--- config.mk ---
export PLATFORM = sky130hd
export DESIGN_NAME = octal_registered_bus_transceiver
export DESIGN_NICKNAME = d
export VERILOG_FILES = /design/src/rtl/xcvr_pkg.sv /design/src/rtl/store_register.sv /design/src/rtl/apb_slave.sv /design/src/rtl/octal_registered_bus_transceiver.sv
export SDC_FILE = /design/constraint.sdc
export NUM_CORES = 1
export LEC_CHECK = 0
export BUFFER_PORTS_ARGS = -buffer_cell sky130_fd_sc_hd__buf_2
export CELL_PAD_IN_SITES_DETAIL_PLACEMENT = 1
export CELL_PAD_IN_SITES_GLOBAL_PLACEMENT = 2
export CORE_ASPECT_RATIO = 0.9
export CORE_MARGIN = 5
export CORE_UTILIZATION = 30
export CTS_CLUSTER_DIAMETER = 120
export CTS_CLUSTER_SIZE = 16
export DETAILED_ROUTE_END_ITERATION = 16
export PLACE_DENSITY_LB_ADDON = 0.1
export SLEW_MARGIN = 15
export SYNTH_ARGS = -nofsm -noshare
export SYNTH_HDL_FRONTEND = slang
export SYNTH_SLANG_ARGS = --single-unit
--- constraint.sdc ---
create_clock -name pclk -period 2.6 [get_ports pclk]
set_input_delay 0.39 -clock pclk [delete_from_list [all_inputs] [get_ports pclk]]
set_output_delay 0.39 -clock pclk [all_outputs]
set_load 0.05 [all_outputs]
--- src/rtl/xcvr_pkg.sv ---
package xcvr_pkg;

    // Bus word width on both data ports
    localparam int WORD_W = 8;

    // APB geometry
    localparam int APB_ADDR_W = 12;
    localparam int APB_DATA_W = 32;

    // Register byte offsets
    localparam logic [APB_ADDR_W-1:0] OFF_CTRL = 12'h000;
    localparam logic [APB_ADDR_W-1:0] OFF_STORED = 12'h004;
    localparam logic [APB_ADDR_W-1:0] OFF_PINS = 12'h008;

    // Control register: write-one store strobes
    localparam int CTRL_STORE_A_BIT = 0;
    localparam int CTRL_STORE_B_BIT = 1;

    // Stored-word register layout
    localparam int STORED_A_LSB = 0;
    localparam int STORED_B_LSB = 8;

    // Pin status register layout
    localparam int PINS_A_LSB = 0;
    localparam int PINS_B_LSB = 8;
    localparam int PINS_A_OE_BIT = 16;
    localparam int PINS_B_OE_BIT = 17;

    // Reset values
    localparam logic [WORD_W-1:0] RESET_WORD = 8'h00;
    localparam logic [APB_DATA_W-1:0] RESET_RDATA = 32'h0000_0000;
    localparam logic STORE_CLOCK_RESET = 1'b1;

    // Data as driven onto a bus: complemented in the inverting build
    function automatic logic [WORD_W-1:0] pass_data(
        input logic invert,
        input logic [WORD_W-1:0] data
    );
        pass_data = invert ? ~data : data;
    endfunction

endpackage

--- src/rtl/store_register.sv ---
`timescale 1ns/1ps

module store_register (
    input wire logic pclk,
    input wire logic presetn,
    input wire logic store_clock,
    input wire logic sw_store,
    input wire logic [xcvr_pkg::WORD_W-1:0] capture_data,
    output logic [xcvr_pkg::WORD_W-1:0] word,
    output logic captured
);
    import xcvr_pkg::*;

    typedef struct packed {
        logic clock_q;
        logic [WORD_W-1:0] word;
    } state_t;

    state_t state;
    state_t next_state;
    logic rise;

    // Rising edge of the store clock, sampled on pclk
    assign rise = store_clock && !state.clock_q;
    assign captured = rise || sw_store;
    assign word = state.word;

    // Capture on a store edge or a software strobe, else hold
    always_comb begin
        next_state = state;
        next_state.clock_q = store_clock;
        if (captured) begin
            next_state.word = capture_data;
        end
    end

    // State register
    always_ff @(posedge pclk or negedge presetn) begin
        if (!presetn) begin
            state.clock_q <= STORE_CLOCK_RESET;
            state.word <= RESET_WORD;
        end else begin
            state <= next_state;
        end
    end

endmodule

--- src/rtl/apb_slave.sv ---
`timescale 1ns/1ps

module apb_slave (
    input wire logic pclk,
    input wire logic presetn,
    input wire logic psel,
    input wire logic penable,
    input wire logic pwrite,
    input wire logic [xcvr_pkg::APB_ADDR_W-1:0] paddr,
    input wire logic [xcvr_pkg::APB_DATA_W-1:0] pwdata,
    output logic [xcvr_pkg::APB_DATA_W-1:0] prdata,
    output logic pready,
    output logic pslverr,
    input wire logic [xcvr_pkg::WORD_W-1:0] stored_a,
    input wire logic [xcvr_pkg::WORD_W-1:0] stored_b,
    input wire logic [xcvr_pkg::WORD_W-1:0] pins_a,
    input wire logic [xcvr_pkg::WORD_W-1:0] pins_b,
    input wire logic a_oe,
    input wire logic b_oe,
    output logic store_a_pulse,
    output logic store_b_pulse
);
    import xcvr_pkg::*;

    typedef struct packed {
        logic [APB_DATA_W-1:0] prdata;
        logic pready;
        logic pslverr;
        logic store_a;
        logic store_b;
    } state_t;

    state_t state;
    state_t next_state;
    logic [APB_DATA_W-1:0] read_word;

    // Known register offsets
    function automatic logic known(input logic [APB_ADDR_W-1:0] addr);
        known = (addr == OFF_CTRL) || (addr == OFF_STORED) ||
                (addr == OFF_PINS);
    endfunction

    // Read mux; strobes read back as zero
    always_comb begin
        read_word = RESET_RDATA;
        case (paddr)
            OFF_STORED: begin
                read_word[STORED_A_LSB +: WORD_W] = stored_a;
                read_word[STORED_B_LSB +: WORD_W] = stored_b;
            end
            OFF_PINS: begin
                read_word[PINS_A_LSB +: WORD_W] = pins_a;
                read_word[PINS_B_LSB +: WORD_W] = pins_b;
                read_word[PINS_A_OE_BIT] = a_oe;
                read_word[PINS_B_OE_BIT] = b_oe;
            end
            default: begin
                read_word = RESET_RDATA;
            end
        endcase
    end

    // One wait state, then answer; write acts at the completing edge
    always_comb begin
        next_state = state;
        next_state.pready = 1'b0;
        next_state.pslverr = 1'b0;
        next_state.prdata = RESET_RDATA;
        next_state.store_a = 1'b0;
        next_state.store_b = 1'b0;
        if (psel && penable && !state.pready) begin
            next_state.pready = 1'b1;
            next_state.pslverr = !known(paddr);
            if (!pwrite && known(paddr)) begin
                next_state.prdata = read_word;
            end
        end
        if (psel && penable && state.pready && pwrite &&
            (paddr == OFF_CTRL)) begin
            next_state.store_a = pwdata[CTRL_STORE_A_BIT];
            next_state.store_b = pwdata[CTRL_STORE_B_BIT];
        end
    end

    // State register
    always_ff @(posedge pclk or negedge presetn) begin
        if (!presetn) begin
            state.prdata <= RESET_RDATA;
            state.pready <= 1'b0;
            state.pslverr <= 1'b0;
            state.store_a <= 1'b0;
            state.store_b <= 1'b0;
        end else begin
            state <= next_state;
        end
    end

    assign prdata = state.prdata;
    assign pready = state.pready;
    assign pslverr = state.pslverr;
    assign store_a_pulse = state.store_a;
    assign store_b_pulse = state.store_b;

endmodule

--- src/rtl/octal_registered_bus_transceiver.sv ---
`timescale 1ns/1ps

// How it works
// - Two eight-bit registers, one per direction
// - Store clock rising edge captures its bus
// - Both driving: each port still captured on its edge
// - Select low live data, high stored
// - B drives when high, A when low
// - B bus gets live or stored A
// - A bus gets live or stored B
// - Both stored words driven both ways
// - B driving alone: A into both registers
// - A driving alone: B into both registers
// - Both live and enabled: bus keeper
// - Inverting or true build-time variant
module octal_registered_bus_transceiver #(
    parameter bit INVERT = 1'b0
) (
    input wire logic pclk,
    input wire logic presetn,
    input wire logic psel,
    input wire logic penable,
    input wire logic pwrite,
    input wire logic [xcvr_pkg::APB_ADDR_W-1:0] paddr,
    input wire logic [xcvr_pkg::APB_DATA_W-1:0] pwdata,
    output logic [xcvr_pkg::APB_DATA_W-1:0] prdata,
    output logic pready,
    output logic pslverr,
    input wire logic [xcvr_pkg::WORD_W-1:0] a_in,
    output logic [xcvr_pkg::WORD_W-1:0] a_out,
    output logic a_oe,
    input wire logic [xcvr_pkg::WORD_W-1:0] b_in,
    output logic [xcvr_pkg::WORD_W-1:0] b_out,
    output logic b_oe,
    input wire logic a_store_clock,
    input wire logic b_store_clock,
    input wire logic a_drive_enable_n,
    input wire logic b_drive_enable,
    input wire logic a_source_select,
    input wire logic b_source_select
);
    import xcvr_pkg::*;

    typedef struct packed {
        logic [WORD_W-1:0] a_out;
        logic a_oe;
        logic [WORD_W-1:0] b_out;
        logic b_oe;
    } state_t;

    state_t state;
    state_t next_state;

    logic [WORD_W-1:0] a_word;
    logic [WORD_W-1:0] b_word;
    logic [WORD_W-1:0] a_capture;
    logic [WORD_W-1:0] b_capture;
    logic a_drive_on;
    logic b_drive_on;
    logic a_sw_store;
    logic b_sw_store;
    logic a_captured;
    logic b_captured;

    // Drive requests from the enable pins
    assign a_drive_on = !a_drive_enable_n;
    assign b_drive_on = b_drive_enable;

    // A lone driven bus carries the other side, so both load that side
    assign a_capture = (a_drive_on && !b_drive_on) ? b_in : a_in;
    assign b_capture = (b_drive_on && !a_drive_on) ? a_in : b_in;

    // Register fed from the A bus, drives the B path
    store_register u_a_reg (
        .pclk(pclk),
        .presetn(presetn),
        .store_clock(a_store_clock),
        .sw_store(a_sw_store),
        .capture_data(a_capture),
        .word(a_word),
        .captured(a_captured)
    );

    // Register fed from the B bus, drives the A path
    store_register u_b_reg (
        .pclk(pclk),
        .presetn(presetn),
        .store_clock(b_store_clock),
        .sw_store(b_sw_store),
        .capture_data(b_capture),
        .word(b_word),
        .captured(b_captured)
    );

    // Software view: store strobes, stored words, pin levels
    apb_slave u_apb (
        .pclk(pclk),
        .presetn(presetn),
        .psel(psel),
        .penable(penable),
        .pwrite(pwrite),
        .paddr(paddr),
        .pwdata(pwdata),
        .prdata(prdata),
        .pready(pready),
        .pslverr(pslverr),
        .stored_a(a_word),
        .stored_b(b_word),
        .pins_a(a_in),
        .pins_b(b_in),
        .a_oe(state.a_oe),
        .b_oe(state.b_oe),
        .store_a_pulse(a_sw_store),
        .store_b_pulse(b_sw_store)
    );

    // Output muxes; live paths loop back through pins as a keeper
    always_comb begin
        next_state = state;
        next_state.b_oe = b_drive_on;
        next_state.a_oe = a_drive_on;
        // Select picks live or stored source, variant sets polarity
        next_state.b_out = pass_data(INVERT,
            b_source_select ? a_word : a_in);
        next_state.a_out = pass_data(INVERT,
            a_source_select ? b_word : b_in);
    end

    // Pin driver registers
    always_ff @(posedge pclk or negedge presetn) begin
        if (!presetn) begin
            state.a_out <= RESET_WORD;
            state.a_oe <= 1'b0;
            state.b_out <= RESET_WORD;
            state.b_oe <= 1'b0;
        end else begin
            state <= next_state;
        end
    end

    assign a_out = state.a_out;
    assign a_oe = state.a_oe;
    assign b_out = state.b_out;
    assign b_oe = state.b_oe;
endmodule

# After elaboration in Yosys (flattened, before gate mapping)

Cells that the tools add are included.

Reduce and logical (&&, ||, !) cells: 22
Muxes and demuxes: 9
Equality and inequality tests: 2

Operators with widths:

| cell                                                                    | number |
|---|---|
| 34-bit 2-to-1 mux                                                       | 1 |
| 8-bit 2-to-1 mux                                                        | 4 |
| 16-bit case mux with 2 select lines                                     | 1 |
| 18-bit 2-to-1 mux                                                       | 1 |
| 12-bit by 3-bit equality test with 1-bit output (second input constant) | 1 |
| 12-bit by 4-bit equality test with 1-bit output (second input constant) | 1 |
| 12-bit zero test                                                        | 1 |
| 1-bit logical AND                                                       | 10 |
| 1-bit zero test                                                         | 7 |
| 1-bit logical OR                                                        | 4 |
| 2-bit 2-to-1 mux                                                        | 2 |

Bits in registers: 72
Input bits: 71
Output and inout port bits: 52

# Depth between registers and ports, before layout

Depth in word-level cells: 6
Depth in mapped cells: 5
Gate-level depth less buffers: 3

# Modules after synthesis

Synthesis repeated with hierarchy kept, for this count alone.

Cells, all modules: 206
Area, all modules: 2727.6 µm²

Modules (own cells, without submodules):

| module                           | cells an instance | times used | area each (µm²) |
|---|---|---|---|
| apb_slave                        | 95                | 1          | 1079.8 |
| octal_registered_bus_transceiver | 55                | 1          | 847.1 |
| store_register                   | 28                | 2          | 400.4 |

# Least setup slack after synthesis

OpenSTA, ideal clock, no wires.

Kind: register to register
Start point: register, netlist name u_apb.pready
End point: register, netlist name u_apb.prdata[10]
Data required time: 2528 ps
Stages on the path, launching flop included: 5
Setup time: 72 ps
Arrival time: 1364 ps
Period minus slack after synthesis: 1437 ps
Buffers on the path: 1
Path slack: 1163 ps
Path through: dfrtp_1 and4bb_1 nand4_4 buf_6 nor2_1

# Final worst setup path

Start point: register u_a_reg.state[8] (netlist bit)
End point: register, netlist name u_a_reg.word[5]

Cells in the longest elaborated chain, start to end: 3

Ends and longest elaborated chain:

| what                   | line                 | RTL |
|---|---|---|
| from (decl)            | store_register.sv:19 | `state_t state;` |
| from (signal assigned) | store_register.sv:43 | `state <= next_state;` |
| 1-bit zero test        | store_register.sv:24 | `assign rise = store_clock && !state.clock_q;` |
| 1-bit logical AND      | store_register.sv:24 |  |
| 1-bit logical OR       | store_register.sv:25 | `assign captured = rise \|\| sw_store;` |

No other way between the ends.
A chain may end at the register's enable or synchronous reset.

==> results by group <==
Timing
  • Clock Skews: just over 0.008 ns
  • Hold Fails Final Rpt: 0
  • Final setup fails: 0
  • Hold Worst Slack: roughly 0.036 ns
  • Worst-margin pin slew: just over 0.6 ns
  • Final Worst Setup Slack: approximately 1.0 ns
  • Rel. slew slack: around three fifths
  • Final critical-path required period: 1.55 ns
  • Tcrit/Tclk final: 59.7%
  • Unrepaired setup endpoints after global routing: false
  • Highest Clock Rate: between 600 and 700 MHz
  • Slew Limit Fails: 0
  • Setup TNS: 0 ns

Finish
  • Most frequent cells in the layout: 78 x buf_2, 56 x dfrtp_1, 47 x mux2_2
  • Layout cell share with drive strength beyond 1: a little over half
  • Filler instances: just under 900
  • Post-layout util: between 30% and 40%
  • Design area: 3230 sq um
  • Layout area overhead: 27.1%
  • Nets@finish: roughly 350
  • Diodes inserted: 0
  • Commonest non-fill, non-tap cell in the layout: buf_2

Synth
  • Area share of the largest cell type after synthesis: 55.1%
  • EDFF count, synth: 0
  • Cell taking the most area after synthesis: dfrtp_1
  • Primary FF master, synth: dfrtp_1
  • Top cells by area, synth: dfrtp_1 55%, mux2_2 21%, a22oi_1 4.7%
  • Syn Inst Count: 190
  • Post-synth ARST share: between 90% and 100%
  • Number of synthesized register bits: slightly below 60
  • Average size of a mapped cell: about 13 sq um
  • Post-Syn Area: 2540 sq um
  • Yosys Warn Count: 0
  • Register area share after synthesis: roughly 57%
  • Distinct cells, synth: 26

Placement
  • GPL Wtd Cong: between 0.7 and 0.8
  • Detailed Place HPWL: around 4500 microns
  • Number of I/O port buffers: around 80
  • Placed cell areas: roughly 3000 sq um
  • Dpl ws: 0.852 ns

Floorplanning
  • Chip width: 107 microns
  • Core box area: approximately 8000 sq um
  • Die footprint: approximately 10000 sq um
  • Die Y: slightly below 100 microns
  • Initial Utilization: 31.2%
  • Row count: 31
  • # IOs: 123

Detailed routing
  • Vias per inst: 4.60
  • Post-Route WL: roughly 6500 microns
  • Routed Antenna Nets: 0
  • Initial DRC Count: 43
  • Routed WL per cell: 17.2 microns
  • DR pass1 iterations: 6
  • DRC viols: 0
  • Overall via count from detail_route: 1738

Power and ir drop
  • Leak pwr: between 1.5 and 2 nW
  • Power per standard cell area: 763 nW/um^2
  • IR drop worst, VDD: around 0.34 mV

Clocking
  • Post-CTS Resized: 0
  • Clock latency on the worst-skew pair: between 0.3 and 0.4 ns
  • Setup Buffers After CTS: 0
  • CTS Sinks: 58
  • Root Buffer: clkbuf_8
  • CTS Buf Count: 9
  • CTS tree: built
  • H-tree depth: 3
  • Maximum root-to-sink buffer count: 2
  • CTS Hold Bufs: 0
  • Worst-path clk slew: about 0.07 ns

Setup path
  • R2r startpoint: u_a_reg.state[8]$_DFF_PN1_
  • Worst Setup Start Kind: flip-flop
  • R2R depth: 3
  • CP endpoint kind: flip-flop
  • Critical Path AT: 1.77 ns
  • CP Class: flip-flop to flip-flop
  • Crit path required time: 2.81 ns
  • Reg2Reg Setup Slack: about 1.0 ns
  • Worst Path Max Fanout: 8
  • Reg2reg end: u_a_reg.word[5]$_DFFE_PN0P_

Global routing
  • GRT Util Overall: 13.1%
  • Largest net degree at the start of global routing: ~60
  • Grt total ovfl: 0
  • Antenna violations before repair: 0
  • Vias in the first global route: a little under 2000
  • First-pass GRT wire length: between 10000 and 15000 microns

Hold path
  • Worst Hold Class: input pin to asynchronous set/reset pin

Outcome
  • Status: completed

Job
  • Max_cap viols: 0
==> Yosys cell counts, types with 2 or more instances <==
library cell	count
nor4_4	2
mux2_2	47
nor2_1	21
nand2_1	3
a22oi_1	16
inv_1	5
dfstp_2	2
clkbuf_1	4
nor2b_1	2
nand4_1	2
buf_2	2
dfrtp_1	56
buf_4	14
a21oi_2	2
==> worst max-delay path: stages, from the launching register on <==
cell and delay [ns]:
dfstp_2 0.51, inv_1 0.04, a21oi_2 0.48, mux2_2 0.40
==> layout make-up <==
| type | instances | area, sq um | area share, % |
|---|---|---|---|
| Sequential cell | 58 | 1450 | 45.0 |
| Timing Repair Buffer | 81 | 425 | 13.2 |
| Clock buffer | 10 | 128 | 3.95 |
| Clock inverter | 6 | 105 | 3.25 |
| Tap cell | 99 | 124 | 3.83 |
| Multi-Input combinational cell | 119 | 980 | 30.3 |
| Inverter | 5 | 18.8 | 0.580 |
==> worst max-delay path by stage <==
stage          cells past startpoint                          end  slack [ns]                  startpoint
5_1_grt                            3  u_a_reg.word[2]$_DFFE_PN0P_        0.97  u_a_reg.state[8]$_DFF_PN1_
3_5_place_dp                       4  u_a_reg.word[3]$_DFFE_PN0P_        0.85            a_drive_enable_n
4_1_cts                            3  u_a_reg.word[3]$_DFFE_PN0P_        1.02  u_a_reg.state[8]$_DFF_PN1_
3_3_place_gp                       4  u_a_reg.word[3]$_DFFE_PN0P_        0.85            a_drive_enable_n
6_report                           3  u_a_reg.word[5]$_DFFE_PN0P_        1.05  u_a_reg.state[8]$_DFF_PN1_
2_1_floorplan                      4   u_apb.prdata[10]$_DFF_PN0_        1.16      u_apb.pready$_DFF_PN0_
==> flip-flops by register name (all words and copies together) (netlist names), 8 cells and up <==
signal / count
b_out: 8
u_apb.prdata: 18
u_b_reg.word: 8
u_a_reg.word: 8
a_out: 8
==> per-stage QoR <==
stage          power [mW]  cells
2_1_floorplan        1.37    203
3_3_place_gp         1.50    362
3_5_place_dp         1.50    362
4_1_cts              2.51    378
5_1_grt              2.59    378
6_report             2.47    378
==> cells by family (layout without fill, tap and decap cells) <==
| family | Yosys count | after routing | share of synthesized area [%] |
|---|---|---|---|
| DFF | 58 | 58 | 57.1 |
| muxes | 48 | 48 | 21.2 |
| and+or+nand+nor | 37 | 37 | 8.95 |
| buffers and inverters | 26 | 102 | 6.29 |
| AOI/OAI and AO/OA | 20 | 20 | 6.24 |
| other | 1 | 14 | 0.147 |
==> report_power, final <==
part           leakage, nW  internal (mW)  switching (mW)  total [mW]
Combinational        0.722          0.150           0.303       0.453
Sequential           0.726          0.985          0.0431        1.03
Clock                0.120          0.632           0.355       0.987
==> metal layers <==
metal  up-vias  global-route usage, %  part of all wire, %  wire length [microns]
met4         0                   4.13                 0.88                     57
met2        54                   20.1                   47                   3040
met3         4                   4.39                  6.8                    440
met1       864                   17.4                   46                   2970
li1        816                      -                    -                      -
met5         -                      0                    0                      0
Power figures use the tool's default switching activity.
